--- config.mk ---
export PLATFORM = sky130hd
export DESIGN_NAME = hlt_timer
export DESIGN_NICKNAME = d
export VERILOG_FILES = /design/src/rtl/hlt_pkg.sv /design/src/rtl/hlt_edge_det.sv /design/src/rtl/hlt_pwm_drive.sv /design/src/rtl/hlt_timer.sv
export SDC_FILE = /design/constraint.sdc
export NUM_CORES = 1
export LEC_CHECK = 0
export ABC_AREA = 1
export BUFFER_PORTS_ARGS = -buffer_cell sky130_fd_sc_hd__buf_2
export CAP_MARGIN = 20
export CELL_PAD_IN_SITES_DETAIL_PLACEMENT = 0
export CELL_PAD_IN_SITES_GLOBAL_PLACEMENT = 2
export CORE_MARGIN = 2
export CORE_UTILIZATION = 34
export DETAILED_ROUTE_END_ITERATION = 8
export GPL_TIMING_DRIVEN = 1
export PLACE_DENSITY = 0.82
export SYNTH_ARGS = -nofsm -noshare
export SYNTH_HDL_FRONTEND = slang
export SYNTH_HIERARCHICAL = 1
export SYNTH_SLANG_ARGS = --single-unit
--- constraint.sdc ---
create_clock -name i_sys_clk -period 5.9 [get_ports i_sys_clk]
set_input_delay 0.59 -clock i_sys_clk [delete_from_list [all_inputs] [get_ports i_sys_clk]]
set_output_delay 0.59 -clock i_sys_clk [all_outputs]
set_load 0.1 [all_outputs]
--- src/rtl/hlt_pkg.sv ---
// constants shared by the hardware limit timer block
// assumes one system clock; the timer clock arrives as a tick enable
package hlt_pkg;
  // register byte offsets on the axi4-lite slave
  localparam int unsigned AW          = 8;
  localparam logic [7:0]  ADDR_CTRL   = 8'h00;
  localparam logic [7:0]  ADDR_PERIOD = 8'h04;
  localparam logic [7:0]  ADDR_PWCMP  = 8'h08;
  localparam logic [7:0]  ADDR_COUNT  = 8'h0c;
  localparam logic [7:0]  ADDR_STATUS = 8'h10;
  // control word fields
  localparam int CTRL_ON_BIT    = 0;
  localparam int CTRL_MODE_LSB  = 8;
  localparam int CTRL_PRESCALER_SYNC_ENABLE_BIT = 16;
  localparam int CTRL_CLK_LSB   = 20;
  // status word fields
  localparam int STAT_RUN_BIT   = 0;
  localparam int STAT_PWM_BIT   = 1;
  localparam int STAT_ERS_BIT   = 2;
  localparam int STAT_HOLD_BIT  = 3;
  // reset values
  localparam logic [4:0] MODE_RST   = 5'h00;
  localparam logic [7:0] PERIOD_RST = 8'hff;
  localparam logic [7:0] PWCMP_RST  = 8'h00;
  // timer clock source codes
  localparam logic [1:0] CLK_OTHER = 2'h0;
  localparam logic [1:0] CLK_LOW   = 2'h1;
  localparam logic [1:0] CLK_MID   = 2'h2;
  localparam logic [1:0] CLK_HIGH  = 2'h3;
  // hardware reset delay in timer clocks
  localparam logic [1:0] HOLD_TICKS = 2'h2;
  // bus responses
  localparam logic [1:0] RESP_OKAY   = 2'h0;
  localparam logic [1:0] RESP_SLVERR = 2'h2;
  // operating modes; every other code is reserved
  typedef enum logic [4:0] {
    HLT_M_LVL_LO = 5'b00110,
    HLT_M_LVL_HI = 5'b00111,
    HLT_M_SW     = 5'b01000,
    HLT_M_EOS_R  = 5'b01001,
    HLT_M_EOS_F  = 5'b01010,
    HLT_M_EOS_A  = 5'b01011,
    HLT_M_EHL_R  = 5'b01100,
    HLT_M_EHL_F  = 5'b01101,
    HLT_M_LEO_LO = 5'b01110,
    HLT_M_LEO_HI = 5'b01111,
    HLT_M_MONO_R = 5'b10001,
    HLT_M_MONO_F = 5'b10010,
    HLT_M_MONO_A = 5'b10011,
    HLT_M_LOS_LO = 5'b10110,
    HLT_M_LOS_HI = 5'b10111
  } hlt_mode_e;
endpackage

--- src/rtl/hlt_edge_det.sv ---
// edge detector for the external reset/trigger level
// assumes the input is synchronous to the system clock
`timescale 1ns/10ps
`default_nettype none
module hlt_edge_det (
  // clock and reset
  input  wire logic i_clk,
  input  wire logic i_rst,
  input  wire logic i_en,
  // level in, edges out
  input  wire logic i_sig,
  output logic      o_rise,
  output logic      o_fall
);
  logic prev_q;

  // previous level, advanced only on timer ticks
  always_ff @(posedge i_clk or posedge i_rst) begin
    if (i_rst) begin
      prev_q <= 1'b0;
    end else if (i_en) begin
      prev_q <= i_sig;
    end
  end

  // edges relative to the last tick
  assign o_rise = i_sig & ~prev_q;
  assign o_fall = ~i_sig & prev_q;
endmodule // hlt_edge_det
`default_nettype wire

--- src/rtl/hlt_pwm_drive.sv ---
// pwm drive flop for the companion compare unit
// assumes start, advance and kill are sampled on timer ticks
`timescale 1ns/10ps
`default_nettype none
module hlt_pwm_drive #(
  parameter int W = 8
) (
  // clock and reset
  input  wire logic         i_clk,
  input  wire logic         i_rst,
  input  wire logic         i_en,
  // control from the timer
  input  wire logic         i_start,
  input  wire logic         i_adv,
  input  wire logic         i_kill,
  input  wire logic [W-1:0] i_count,
  input  wire logic [W-1:0] i_cmp,
  // drive out
  output logic              o_drive
);
  // start beats compare so a restart on the match tick is kept
  always_ff @(posedge i_clk or posedge i_rst) begin
    if (i_rst) begin
      o_drive <= 1'b0;
    end else if (i_en) begin
      if (i_kill) begin
        o_drive <= 1'b0;
      end else if (i_start) begin
        o_drive <= 1'b1;
      // RULE_07: compare match ends
      end else if (i_adv && i_count == i_cmp) begin
        o_drive <= 1'b0;
      end
    end
  end
endmodule // hlt_pwm_drive
`default_nettype wire

--- src/rtl/hlt_timer.sv ---
// hardware limit timer mode control with axi4-lite registers
// assumes i_timer_tick is the selected timer clock as a one-cycle enable
// Functional notes
// RULE_01: 00110 holds count reset on low trigger, 00111 on high.
// RULE_02: with on bit clear, level limit modes ignore the trigger.
// RULE_03: level limit clears on period match or two clocks into reset.
// RULE_04: counting and pwm resume after match or two clocks after release.
// RULE_05: pwm falls only at compare; reset while high keeps it high.
// RULE_06: 01000 one shot: match clears count and on; software restarts.
// RULE_07: software one shot pwm starts on set, ends at compare.
// RULE_08: clearing on pauses; fresh cycle only after match cleared on.
// RULE_09: 01001/01010/01011 start on rise/fall/any edge, match clears on.
// RULE_10: after on cleared, a new edge is needed to resume.
// RULE_11: 01100/01101 first edge starts, later edges reset, resume two clocks.
// RULE_12: match clears count and on; edges ignored while on clear.
// RULE_13: starting and reset edges start pwm; compare ends it.
// RULE_14: 01110/01111 level reset, count from leaving it, match clears on.
// RULE_15: new start edge needed after on clears; pwm starts on edge.
// RULE_16: 10001/10010/10011 monostable start on edge, stop at match.
// RULE_17: monostable halts at zero after match, on stays set.
// RULE_18: monostable pwm starts on start edge only.
// RULE_19: 10110/10111 held at reset level; count when on and released.
// RULE_20: match clears count and on; stays reset until both conditions.
// RULE_21: pwm starts on whichever event starts the timer.
// RULE_22: prescaler sync set: frozen in sleep, values kept.
// RULE_23: prescaler sync clear: runs in sleep, chosen oscillator kept on.
// RULE_24: reserved codes keep the counter cleared and idle.
`timescale 1ns/10ps
`default_nettype none
module hlt_timer
  import hlt_pkg::*;
#(
  parameter int W = 8
) (
  // clock, reset, enable
  input  wire logic                 i_sys_clk,
  input  wire logic                 i_rst,
  input  wire logic                 i_clk_en,
  // timer clock, sleep and trigger
  input  wire logic                 i_timer_tick,
  input  wire logic                 i_sleep,
  input  wire logic                 i_external_reset_trigger,
  // axi4-lite write
  input  wire logic [hlt_pkg::AW-1:0] i_awaddr,
  input  wire logic                 i_awvalid,
  output logic                      o_awready,
  input  wire logic [31:0]          i_wdata,
  input  wire logic [3:0]           i_wstrb,
  input  wire logic                 i_wvalid,
  output logic                      o_wready,
  output logic [1:0]                o_bresp,
  output logic                      o_bvalid,
  input  wire logic                 i_bready,
  // axi4-lite read
  input  wire logic [hlt_pkg::AW-1:0] i_araddr,
  input  wire logic                 i_arvalid,
  output logic                      o_arready,
  output logic [31:0]               o_rdata,
  output logic [1:0]                o_rresp,
  output logic                      o_rvalid,
  input  wire logic                 i_rready,
  // timer outputs
  output logic                      o_pwm_drive,
  output logic [W-1:0]              o_count_value,
  output logic                      o_on,
  output logic                      o_keep_low_freq_internal_osc,
  output logic                      o_keep_mid_freq_internal_osc,
  output logic                      o_keep_high_freq_internal_osc
);
  import hlt_pkg::*;

  logic [4:0]   mode_q;
  logic [W-1:0] period_value_q, pulse_width_compare_q, cnt_q, cnt_d;
  logic         prescaler_sync_enable_q, on_q, on_prev_q, run_q, run_d, clr_on;
  logic [1:0]   clk_src_q, hold_q, hold_d, asrt_q, asrt_d;
  logic         adv, pwm_go, idle, tk, rise, fall, edge_sel, rst_lvl, match;
  logic [AW-1:0] awaddr_q;
  logic [31:0]  wdata_q, rd_d;
  logic [3:0]   wstrb_q;
  logic         aw_full_q, w_full_q, do_wr, ctrl_on_wr;
  hlt_mode_e    mode_e;

  assign mode_e = hlt_mode_e'(mode_q);
  // RULE_22: no timer ticks in sleep when synced
  assign tk     = i_clk_en & i_timer_tick & ~(i_sleep & prescaler_sync_enable_q);
  assign match  = cnt_q == period_value_q;
  assign do_wr  = i_clk_en & aw_full_q & w_full_q & ~o_bvalid;
  assign ctrl_on_wr = do_wr && awaddr_q == ADDR_CTRL && wstrb_q[0];
  assign o_count_value = cnt_q;
  assign o_on          = on_q;

  hlt_edge_det u_edge (
    .i_clk  (i_sys_clk),
    .i_rst  (i_rst),
    .i_en   (tk),
    .i_sig  (i_external_reset_trigger),
    .o_rise (rise),
    .o_fall (fall)
  );

  // reset level and qualifying edge per mode
  always_comb begin
    case (mode_e)
      // RULE_01: low-reset codes
      HLT_M_LVL_LO, HLT_M_LEO_LO, HLT_M_LOS_LO: rst_lvl = ~i_external_reset_trigger;
      default: rst_lvl = i_external_reset_trigger;
    endcase
    case (mode_e)
      HLT_M_EOS_R, HLT_M_EHL_R, HLT_M_MONO_R, HLT_M_LEO_LO: edge_sel = rise;
      HLT_M_EOS_F, HLT_M_EHL_F, HLT_M_MONO_F, HLT_M_LEO_HI: edge_sel = fall;
      default: edge_sel = rise | fall;
    endcase
  end

  // per-mode next state of the counter, run flag and delays
  always_comb begin
    cnt_d  = cnt_q;
    run_d  = run_q;
    hold_d = hold_q;
    asrt_d = asrt_q;
    clr_on = 1'b0;
    pwm_go = 1'b0;
    adv    = 1'b0;
    idle   = 1'b0;
    case (mode_e)
      HLT_M_LVL_LO, HLT_M_LVL_HI: begin
        // RULE_02: trigger ignored while off
        if (on_q && rst_lvl) begin
          asrt_d = (asrt_q == HOLD_TICKS) ? HOLD_TICKS : asrt_q + 2'h1;
          // RULE_03: clear two clocks into reset
          if (asrt_d == HOLD_TICKS) begin
            cnt_d  = '0;
            hold_d = HOLD_TICKS;
          end else begin
            adv = 1'b1;
          end
        end else if (on_q) begin
          asrt_d = 2'h0;
          // RULE_04: resume two clocks after release
          if (hold_q != 2'h0) begin
            hold_d = hold_q - 2'h1;
            pwm_go = hold_q == 2'h1;
          end else begin
            adv = 1'b1;
          end
        end
        // RULE_05: restart at period, pwm also set here
        pwm_go = pwm_go | (adv & match);
      end
      HLT_M_SW: begin
        // RULE_08: clearing on just pauses
        adv = on_q;
        // RULE_07: drive starts with a fresh set
        pwm_go = on_q & ~on_prev_q & (cnt_q == '0);
        // RULE_06: match ends the shot
        clr_on = adv & match;
      end
      HLT_M_EOS_R, HLT_M_EOS_F, HLT_M_EOS_A, HLT_M_MONO_R, HLT_M_MONO_F, HLT_M_MONO_A: begin
        // RULE_10: halting drops the start, a new edge is needed
        if (!on_q) begin
          run_d = 1'b0;
        // RULE_09: start on selected edge
        // RULE_16: monostable edge start
        end else if (!run_q && edge_sel) begin
          run_d = 1'b1;
          // RULE_18: only the start edge drives pwm
          pwm_go = 1'b1;
        end
        adv = on_q & run_q;
        if (adv && match) begin
          run_d = 1'b0;
          // RULE_17: monostable halts at zero, on kept
          clr_on = mode_q[4] == 1'b0;
        end
      end
      HLT_M_EHL_R, HLT_M_EHL_F: begin
        // RULE_12: edges ignored while off
        if (!on_q) begin
          run_d = 1'b0;
        end else if (edge_sel) begin
          // RULE_11: first edge starts, later edges reset
          run_d  = 1'b1;
          // RULE_13: every such edge starts pwm
          pwm_go = 1'b1;
          if (run_q) begin
            cnt_d  = '0;
            hold_d = HOLD_TICKS - 2'h1;
          end
        end else if (run_q) begin
          if (hold_q != 2'h0) begin
            hold_d = hold_q - 2'h1;
          end else begin
            adv = 1'b1;
          end
        end
        if (adv && match) begin
          run_d  = 1'b0;
          clr_on = 1'b1;
        end
      end
      HLT_M_LEO_LO, HLT_M_LEO_HI: begin
        // RULE_14: held at the reset level
        if (rst_lvl) begin
          cnt_d = '0;
          run_d = 1'b0;
        end else if (!on_q) begin
          run_d = 1'b0;
        // RULE_15: start edge needed, pwm on the edge
        end else if (!run_q && edge_sel) begin
          run_d  = 1'b1;
          pwm_go = 1'b1;
        end
        adv = on_q & run_q & ~rst_lvl;
        if (adv && match) begin
          run_d  = 1'b0;
          clr_on = 1'b1;
        end
      end
      HLT_M_LOS_LO, HLT_M_LOS_HI: begin
        // RULE_19: held reset until on and released
        if (rst_lvl || !on_q) begin
          cnt_d = '0;
          run_d = 1'b0;
        end else if (!run_q) begin
          run_d  = 1'b1;
          // RULE_21: whichever event came last starts pwm
          pwm_go = 1'b1;
        end
        adv = on_q & run_q & ~rst_lvl;
        // RULE_20: match clears on, back to held
        if (adv && match) begin
          run_d  = 1'b0;
          clr_on = 1'b1;
        end
      end
      default: begin
        // RULE_24: reserved codes stay idle
        cnt_d  = '0;
        run_d  = 1'b0;
        hold_d = 2'h0;
        asrt_d = 2'h0;
        idle   = 1'b1;
      end
    endcase
    if (adv) begin
      cnt_d = match ? '0 : cnt_q + 1'b1;
    end
  end

  // timer state advances on timer ticks only
  always_ff @(posedge i_sys_clk or posedge i_rst) begin
    if (i_rst) begin
      cnt_q     <= '0;
      run_q     <= 1'b0;
      hold_q    <= 2'h0;
      asrt_q    <= 2'h0;
      on_prev_q <= 1'b0;
    end else if (tk) begin
      cnt_q     <= cnt_d;
      run_q     <= run_d;
      hold_q    <= hold_d;
      asrt_q    <= asrt_d;
      on_prev_q <= on_q;
    end
  end

  // on bit: a software write wins over the hardware clear
  always_ff @(posedge i_sys_clk or posedge i_rst) begin
    if (i_rst) begin
      on_q <= 1'b0;
    end else if (ctrl_on_wr) begin
      on_q <= wdata_q[CTRL_ON_BIT];
    // RULE_06: hardware clear at match
    end else if (tk && clr_on) begin
      on_q <= 1'b0;
    end
  end

  hlt_pwm_drive #(.W(W)) u_pwm (
    .i_clk   (i_sys_clk),
    .i_rst   (i_rst),
    .i_en    (tk),
    .i_start (pwm_go),
    .i_adv   (adv),
    .i_kill  (idle),
    .i_count (cnt_q),
    .i_cmp   (pulse_width_compare_q),
    .o_drive (o_pwm_drive)
  );

  // RULE_23: keep the chosen oscillator alive in sleep
  always_ff @(posedge i_sys_clk or posedge i_rst) begin
    if (i_rst) begin
      o_keep_low_freq_internal_osc  <= 1'b0;
      o_keep_mid_freq_internal_osc  <= 1'b0;
      o_keep_high_freq_internal_osc <= 1'b0;
    end else if (i_clk_en) begin
      o_keep_low_freq_internal_osc  <= i_sleep & ~prescaler_sync_enable_q & (clk_src_q == CLK_LOW);
      o_keep_mid_freq_internal_osc  <= i_sleep & ~prescaler_sync_enable_q & (clk_src_q == CLK_MID);
      o_keep_high_freq_internal_osc <= i_sleep & ~prescaler_sync_enable_q & (clk_src_q == CLK_HIGH);
    end
  end

  // write channels taken in either order, applied when both are held
  always_ff @(posedge i_sys_clk or posedge i_rst) begin
    if (i_rst) begin
      aw_full_q <= 1'b0;
      w_full_q  <= 1'b0;
      o_awready <= 1'b0;
      o_wready  <= 1'b0;
      o_bvalid  <= 1'b0;
      o_bresp   <= RESP_OKAY;
      awaddr_q  <= '0;
      wdata_q   <= 32'h0;
      wstrb_q   <= 4'h0;
    end else if (i_clk_en) begin
      o_awready <= ~aw_full_q & ~(i_awvalid & o_awready) & ~o_bvalid;
      o_wready  <= ~w_full_q & ~(i_wvalid & o_wready) & ~o_bvalid;
      if (i_awvalid && o_awready) begin
        aw_full_q <= 1'b1;
        awaddr_q  <= i_awaddr;
      end
      if (i_wvalid && o_wready) begin
        w_full_q <= 1'b1;
        wdata_q  <= i_wdata;
        wstrb_q  <= i_wstrb;
      end
      if (do_wr) begin
        aw_full_q <= 1'b0;
        w_full_q  <= 1'b0;
        o_bvalid  <= 1'b1;
        o_bresp   <= (awaddr_q == ADDR_CTRL || awaddr_q == ADDR_PERIOD ||
                      awaddr_q == ADDR_PWCMP) ? RESP_OKAY : RESP_SLVERR;
      end else if (o_bvalid && i_bready) begin
        o_bvalid <= 1'b0;
      end
    end
  end

  // writable registers, by byte lane
  always_ff @(posedge i_sys_clk or posedge i_rst) begin
    if (i_rst) begin
      mode_q                <= MODE_RST;
      prescaler_sync_enable_q               <= 1'b0;
      clk_src_q             <= CLK_OTHER;
      period_value_q        <= W'(PERIOD_RST);
      pulse_width_compare_q <= W'(PWCMP_RST);
    end else if (do_wr) begin
      if (awaddr_q == ADDR_CTRL && wstrb_q[1]) begin
        mode_q <= wdata_q[CTRL_MODE_LSB +: 5];
      end
      if (awaddr_q == ADDR_CTRL && wstrb_q[2]) begin
        prescaler_sync_enable_q   <= wdata_q[CTRL_PRESCALER_SYNC_ENABLE_BIT];
        clk_src_q <= wdata_q[CTRL_CLK_LSB +: 2];
      end
      if (awaddr_q == ADDR_PERIOD && wstrb_q[0]) begin
        period_value_q <= wdata_q[W-1:0];
      end
      if (awaddr_q == ADDR_PWCMP && wstrb_q[0]) begin
        pulse_width_compare_q <= wdata_q[W-1:0];
      end
    end
  end

  // read data mux
  always_comb begin
    rd_d = 32'h0;
    case (i_araddr)
      ADDR_CTRL: begin
        rd_d[CTRL_ON_BIT]          = on_q;
        rd_d[CTRL_MODE_LSB +: 5]   = mode_q;
        rd_d[CTRL_PRESCALER_SYNC_ENABLE_BIT]       = prescaler_sync_enable_q;
        rd_d[CTRL_CLK_LSB +: 2]    = clk_src_q;
      end
      ADDR_PERIOD: rd_d[W-1:0] = period_value_q;
      ADDR_PWCMP:  rd_d[W-1:0] = pulse_width_compare_q;
      ADDR_COUNT:  rd_d[W-1:0] = cnt_q;
      ADDR_STATUS: begin
        rd_d[STAT_RUN_BIT]  = run_q;
        rd_d[STAT_PWM_BIT]  = o_pwm_drive;
        rd_d[STAT_ERS_BIT]  = i_external_reset_trigger;
        rd_d[STAT_HOLD_BIT] = hold_q != 2'h0;
      end
      default: rd_d = 32'h0;
    endcase
  end

  // read channel, one transfer at a time
  always_ff @(posedge i_sys_clk or posedge i_rst) begin
    if (i_rst) begin
      o_arready <= 1'b0;
      o_rvalid  <= 1'b0;
      o_rdata   <= 32'h0;
      o_rresp   <= RESP_OKAY;
    end else if (i_clk_en) begin
      o_arready <= ~(i_arvalid & o_arready) & ~o_rvalid;
      if (i_arvalid && o_arready) begin
        o_rvalid <= 1'b1;
        o_rdata  <= rd_d;
        o_rresp  <= (i_araddr <= ADDR_STATUS && i_araddr[1:0] == 2'h0) ? RESP_OKAY : RESP_SLVERR;
      end else if (o_rvalid && i_rready) begin
        o_rvalid <= 1'b0;
      end
    end
  end
endmodule // hlt_timer
`default_nettype wire

==> impl_metrics.yaml <==
grt:
  gr-total-overflow: 0
  grt_pass1_wl_mm: 21.9
  grt_util_all_layers_pct: 16.7
  grt_pass1_vias: 4299
  grt_max_degree: 76
  antenna_found_initial: 0
clock_tree:
  cts_resized: 0
  clk_pin_slew_ns: 0.07
  cts_hold_buf: 0
  cts_tree: "yes"
  cts_setup_buffers: 0
  cts_max_path_buffers: 2
  clk_latency_ns: 0.35
  cts_sinks: 96
  cts_root_buf: "clkbuf_16"
  h-tree-depth: 3
  cts_made_buffers: 9
yosys:
  synthTopCellsByArea: "dfrtp_1 41%, nand2_1 14%, o21ai_0 6.1%"
  postSynthAreaPerCell_um2: 7.94
  synth_seq_area_share_pct: 44.6
  ys_async_sr_fraction_pct: 100
  ys_ff_latch: 96
  synth_cell_types: 49
  yosys_most_used_dff: "dfrtp_1"
  synth_most_common_cell: "nand2_1"
  synth_edf_count: 0
  syn_area_um2: 5410
  netlist_instances: 681
  yosysTopAreaCell: "dfrtp_1"
  yosysTopAreaCellShare_pct: 40.7
  synth_common_cells: "195 x nand2_1, 88 x dfrtp_1, 86 x inv_1, 66 x o21ai_0, 47 x nor2_1"
  ys_warn_count: 6
flow_run:
  cap_violations: 0
place:
  placed_area_um2: 5940
  dpl.hpwl_mm: 10.4
  finalWeightedCongestion: 0.841
  place_inst: 965
  dp_worst_setup_slack_ns: 3.39
  io_buffers: 81
timing:
  finalSetupTns_ns: 0
  finalHoldViolCount: 0
  slew_headroom_pct: 37.1
  skew_ns: 0.00768
  setup_viol: 0
  fmax_mhz: 402
  slew_viol_final: 0
  finalCritPeriodShare_pct: 42.2
  period_minus_slack_ns: 2.49
  worst_pin_slew_ns: 0.944
  whs_ns: 0.0920
  rsz0062_at_grt: "no"
  setup_slack_ns: 3.41
layout:
  diodes: 0
  area_delta_synth_final_pct: 15.8
  drive_gt1_share_pct: 21.3
  nNetsFinal: 826
  n_fill_cell: 1691
  fin_util_pct: 39.9
  fin_area_um2: 6260
  fin_cells: 981
floorplanning:
  die_y_um: 130
  top_level_ports: 117
  die-area_um2: 16900
  core_um2: 15700
  initial_core_util_pct: 34.4
  dieWidth_um: 130
  num_rows: 46
route:
  drtAntennaViolNets: 0
  drc: 0
  drt_iter0_drc: 186
  wl_per_cell_um: 13.9
  viasPerCell: 4.56
  first_pass_iters: 4
  num_vias: 4469
  finalWirelength_mm: 13.6
setup_path:
  critical_path_peak_fanout: 10
  critPathCaptureType: "flip-flop"
  r2r_start: "o_on"
  rrSetupSlack_ns: 3.41
  startpoint: "o_on"
  cp.required_ns: 6.14
  critPathCapture: "u_pwm/o_drive"
  reg2regPathDepth: 12
  start_kind: "flip-flop"
  crit_type: "flip-flop to flip-flop"
  timing.rr.end: "u_pwm/o_drive"
  worstPathArrival_ns: 2.73
power:
  powerDensity_nw_per_um2: 374
  switching_share_pct: 40.9
  p_clk_share_pct: 28.3
  peakVddDrop_mv: 0.307
  p_leak_nw: 3.17
  intPower_mw: 1.38
  p_sw_mw: 0.959
  power.total_mw: 2.34
  p_comb_share_pct: 31.5
  power_frac_seq_pct: 40.2
status:
  outcome: "finished clean"
hold_path:
  hold_path_class: "input port to async pin"
-- cell families after synthesis --
| logic type | Yosys count | synth area share (%) |
|---|---|---|
| buffers and inverters | 128 | 11.0 |
| AO/OA/AOI/OAI | 104 | 11.2 |
| adder cells (fa/ha/maj) | 3 | 0.694 |
| flip-flops | 96 | 44.6 |
| AND/OR/NAND/NOR | 339 | 30.8 |
| XOR/XNOR | 10 | 1.62 |
| other | 1 | 0.0693 |
-- layout make-up --
cell class / instances / area, um^2 / share of cell area (%)
clock inverter: 6 / 97.6 / 1.56
multi-input combinational: 474 / 2470 / 39.4
clock buffer: 10 / 229 / 3.66
sequential: 96 / 2410 / 38.5
timing repair buffer: 83 / 420 / 6.71
tap: 216 / 270 / 4.32
inverter: 96 / 367 / 5.85
-- sequential cells by signal, indices dropped and copies added, names as in the netlist, 2 cells and up --
| signal | flops |
|---|---|
| asrt_q | 2 |
| awaddr_q | 8 |
| clk_src_q | 2 |
| hold_q | 2 |
| mode_e | 5 |
| o_count_value | 8 |
| o_rdata | 16 |
| period_value_q | 8 |
| pulse_width_compare_q | 8 |
| wdata_q | 16 |
| wstrb_q | 3 |
-- power by group through the flow --
stage / Sequential [mW] / Clock [mW] / Combinational [mW]
6_report: 0.940 / 0.663 / 0.738
5_1_grt: 0.960 / 0.702 / 0.827
4_1_cts: 0.940 / 0.679 / 0.749
3_5_place_dp: 0.951 / 0 / 0.746
3_3_place_gp: 0.946 / 0 / 0.735
2_1_floorplan: 1.06 / 0 / 0.480
-- cells in the final DEF (no fill, tap or decap), drive strengths merged, types with 3 or more instances in the layout --
cell type  count
a21oi         15
a22o           3
buf           83
clkbuf        10
conb          18
dfrtp         88
dfstp          8
ha             3
inv           99
nand2        212
nand3         37
nand4         16
nor2          58
nor3           7
nor4           3
o21ai         70
o22ai          4
or2            3
xor2           9
-- worst min path at each step --
stage / start / end / slack [ns] / cells after the start
6_report: i_rst / u_edge/prev_q / 0.09 / 2
3_3_place_gp: i_rst / u_edge/prev_q / 0.46 / 2
3_5_place_dp: awaddr_q[0] / awaddr_q[0] / 0.46 / 2
5_1_grt: i_rst / u_edge/prev_q / 0.09 / 2
2_1_floorplan: i_rst / u_edge/prev_q / 0.32 / 1
4_1_cts: i_rst / u_edge/prev_q / 0.08 / 2
-- critical path: stages, from the launching register on --
cell	delay [ns]
dfrtp_1	0.62
nand2_1	0.23
nor3_1	0.49
nand4_4	0.20
nand3_4	0.17
a21boi_1	0.17
nand2_1	0.06
nor2_1	0.09
nand3_1	0.12
nand2_1	0.08
nand2_1	0.04
nand2_1	0.07
nand2_1	0.05
-- layer usage --
metal	vias up	part of all wire [%]	GRT usage (%)
li1	2293	-	-
met1	2086	51	24.2
met2	76	44	25.8
met3	14	3.5	2.13
met4	0	1.6	6.01
met5	-	0	0
Note: power is estimated with default switching activity, not from simulation.
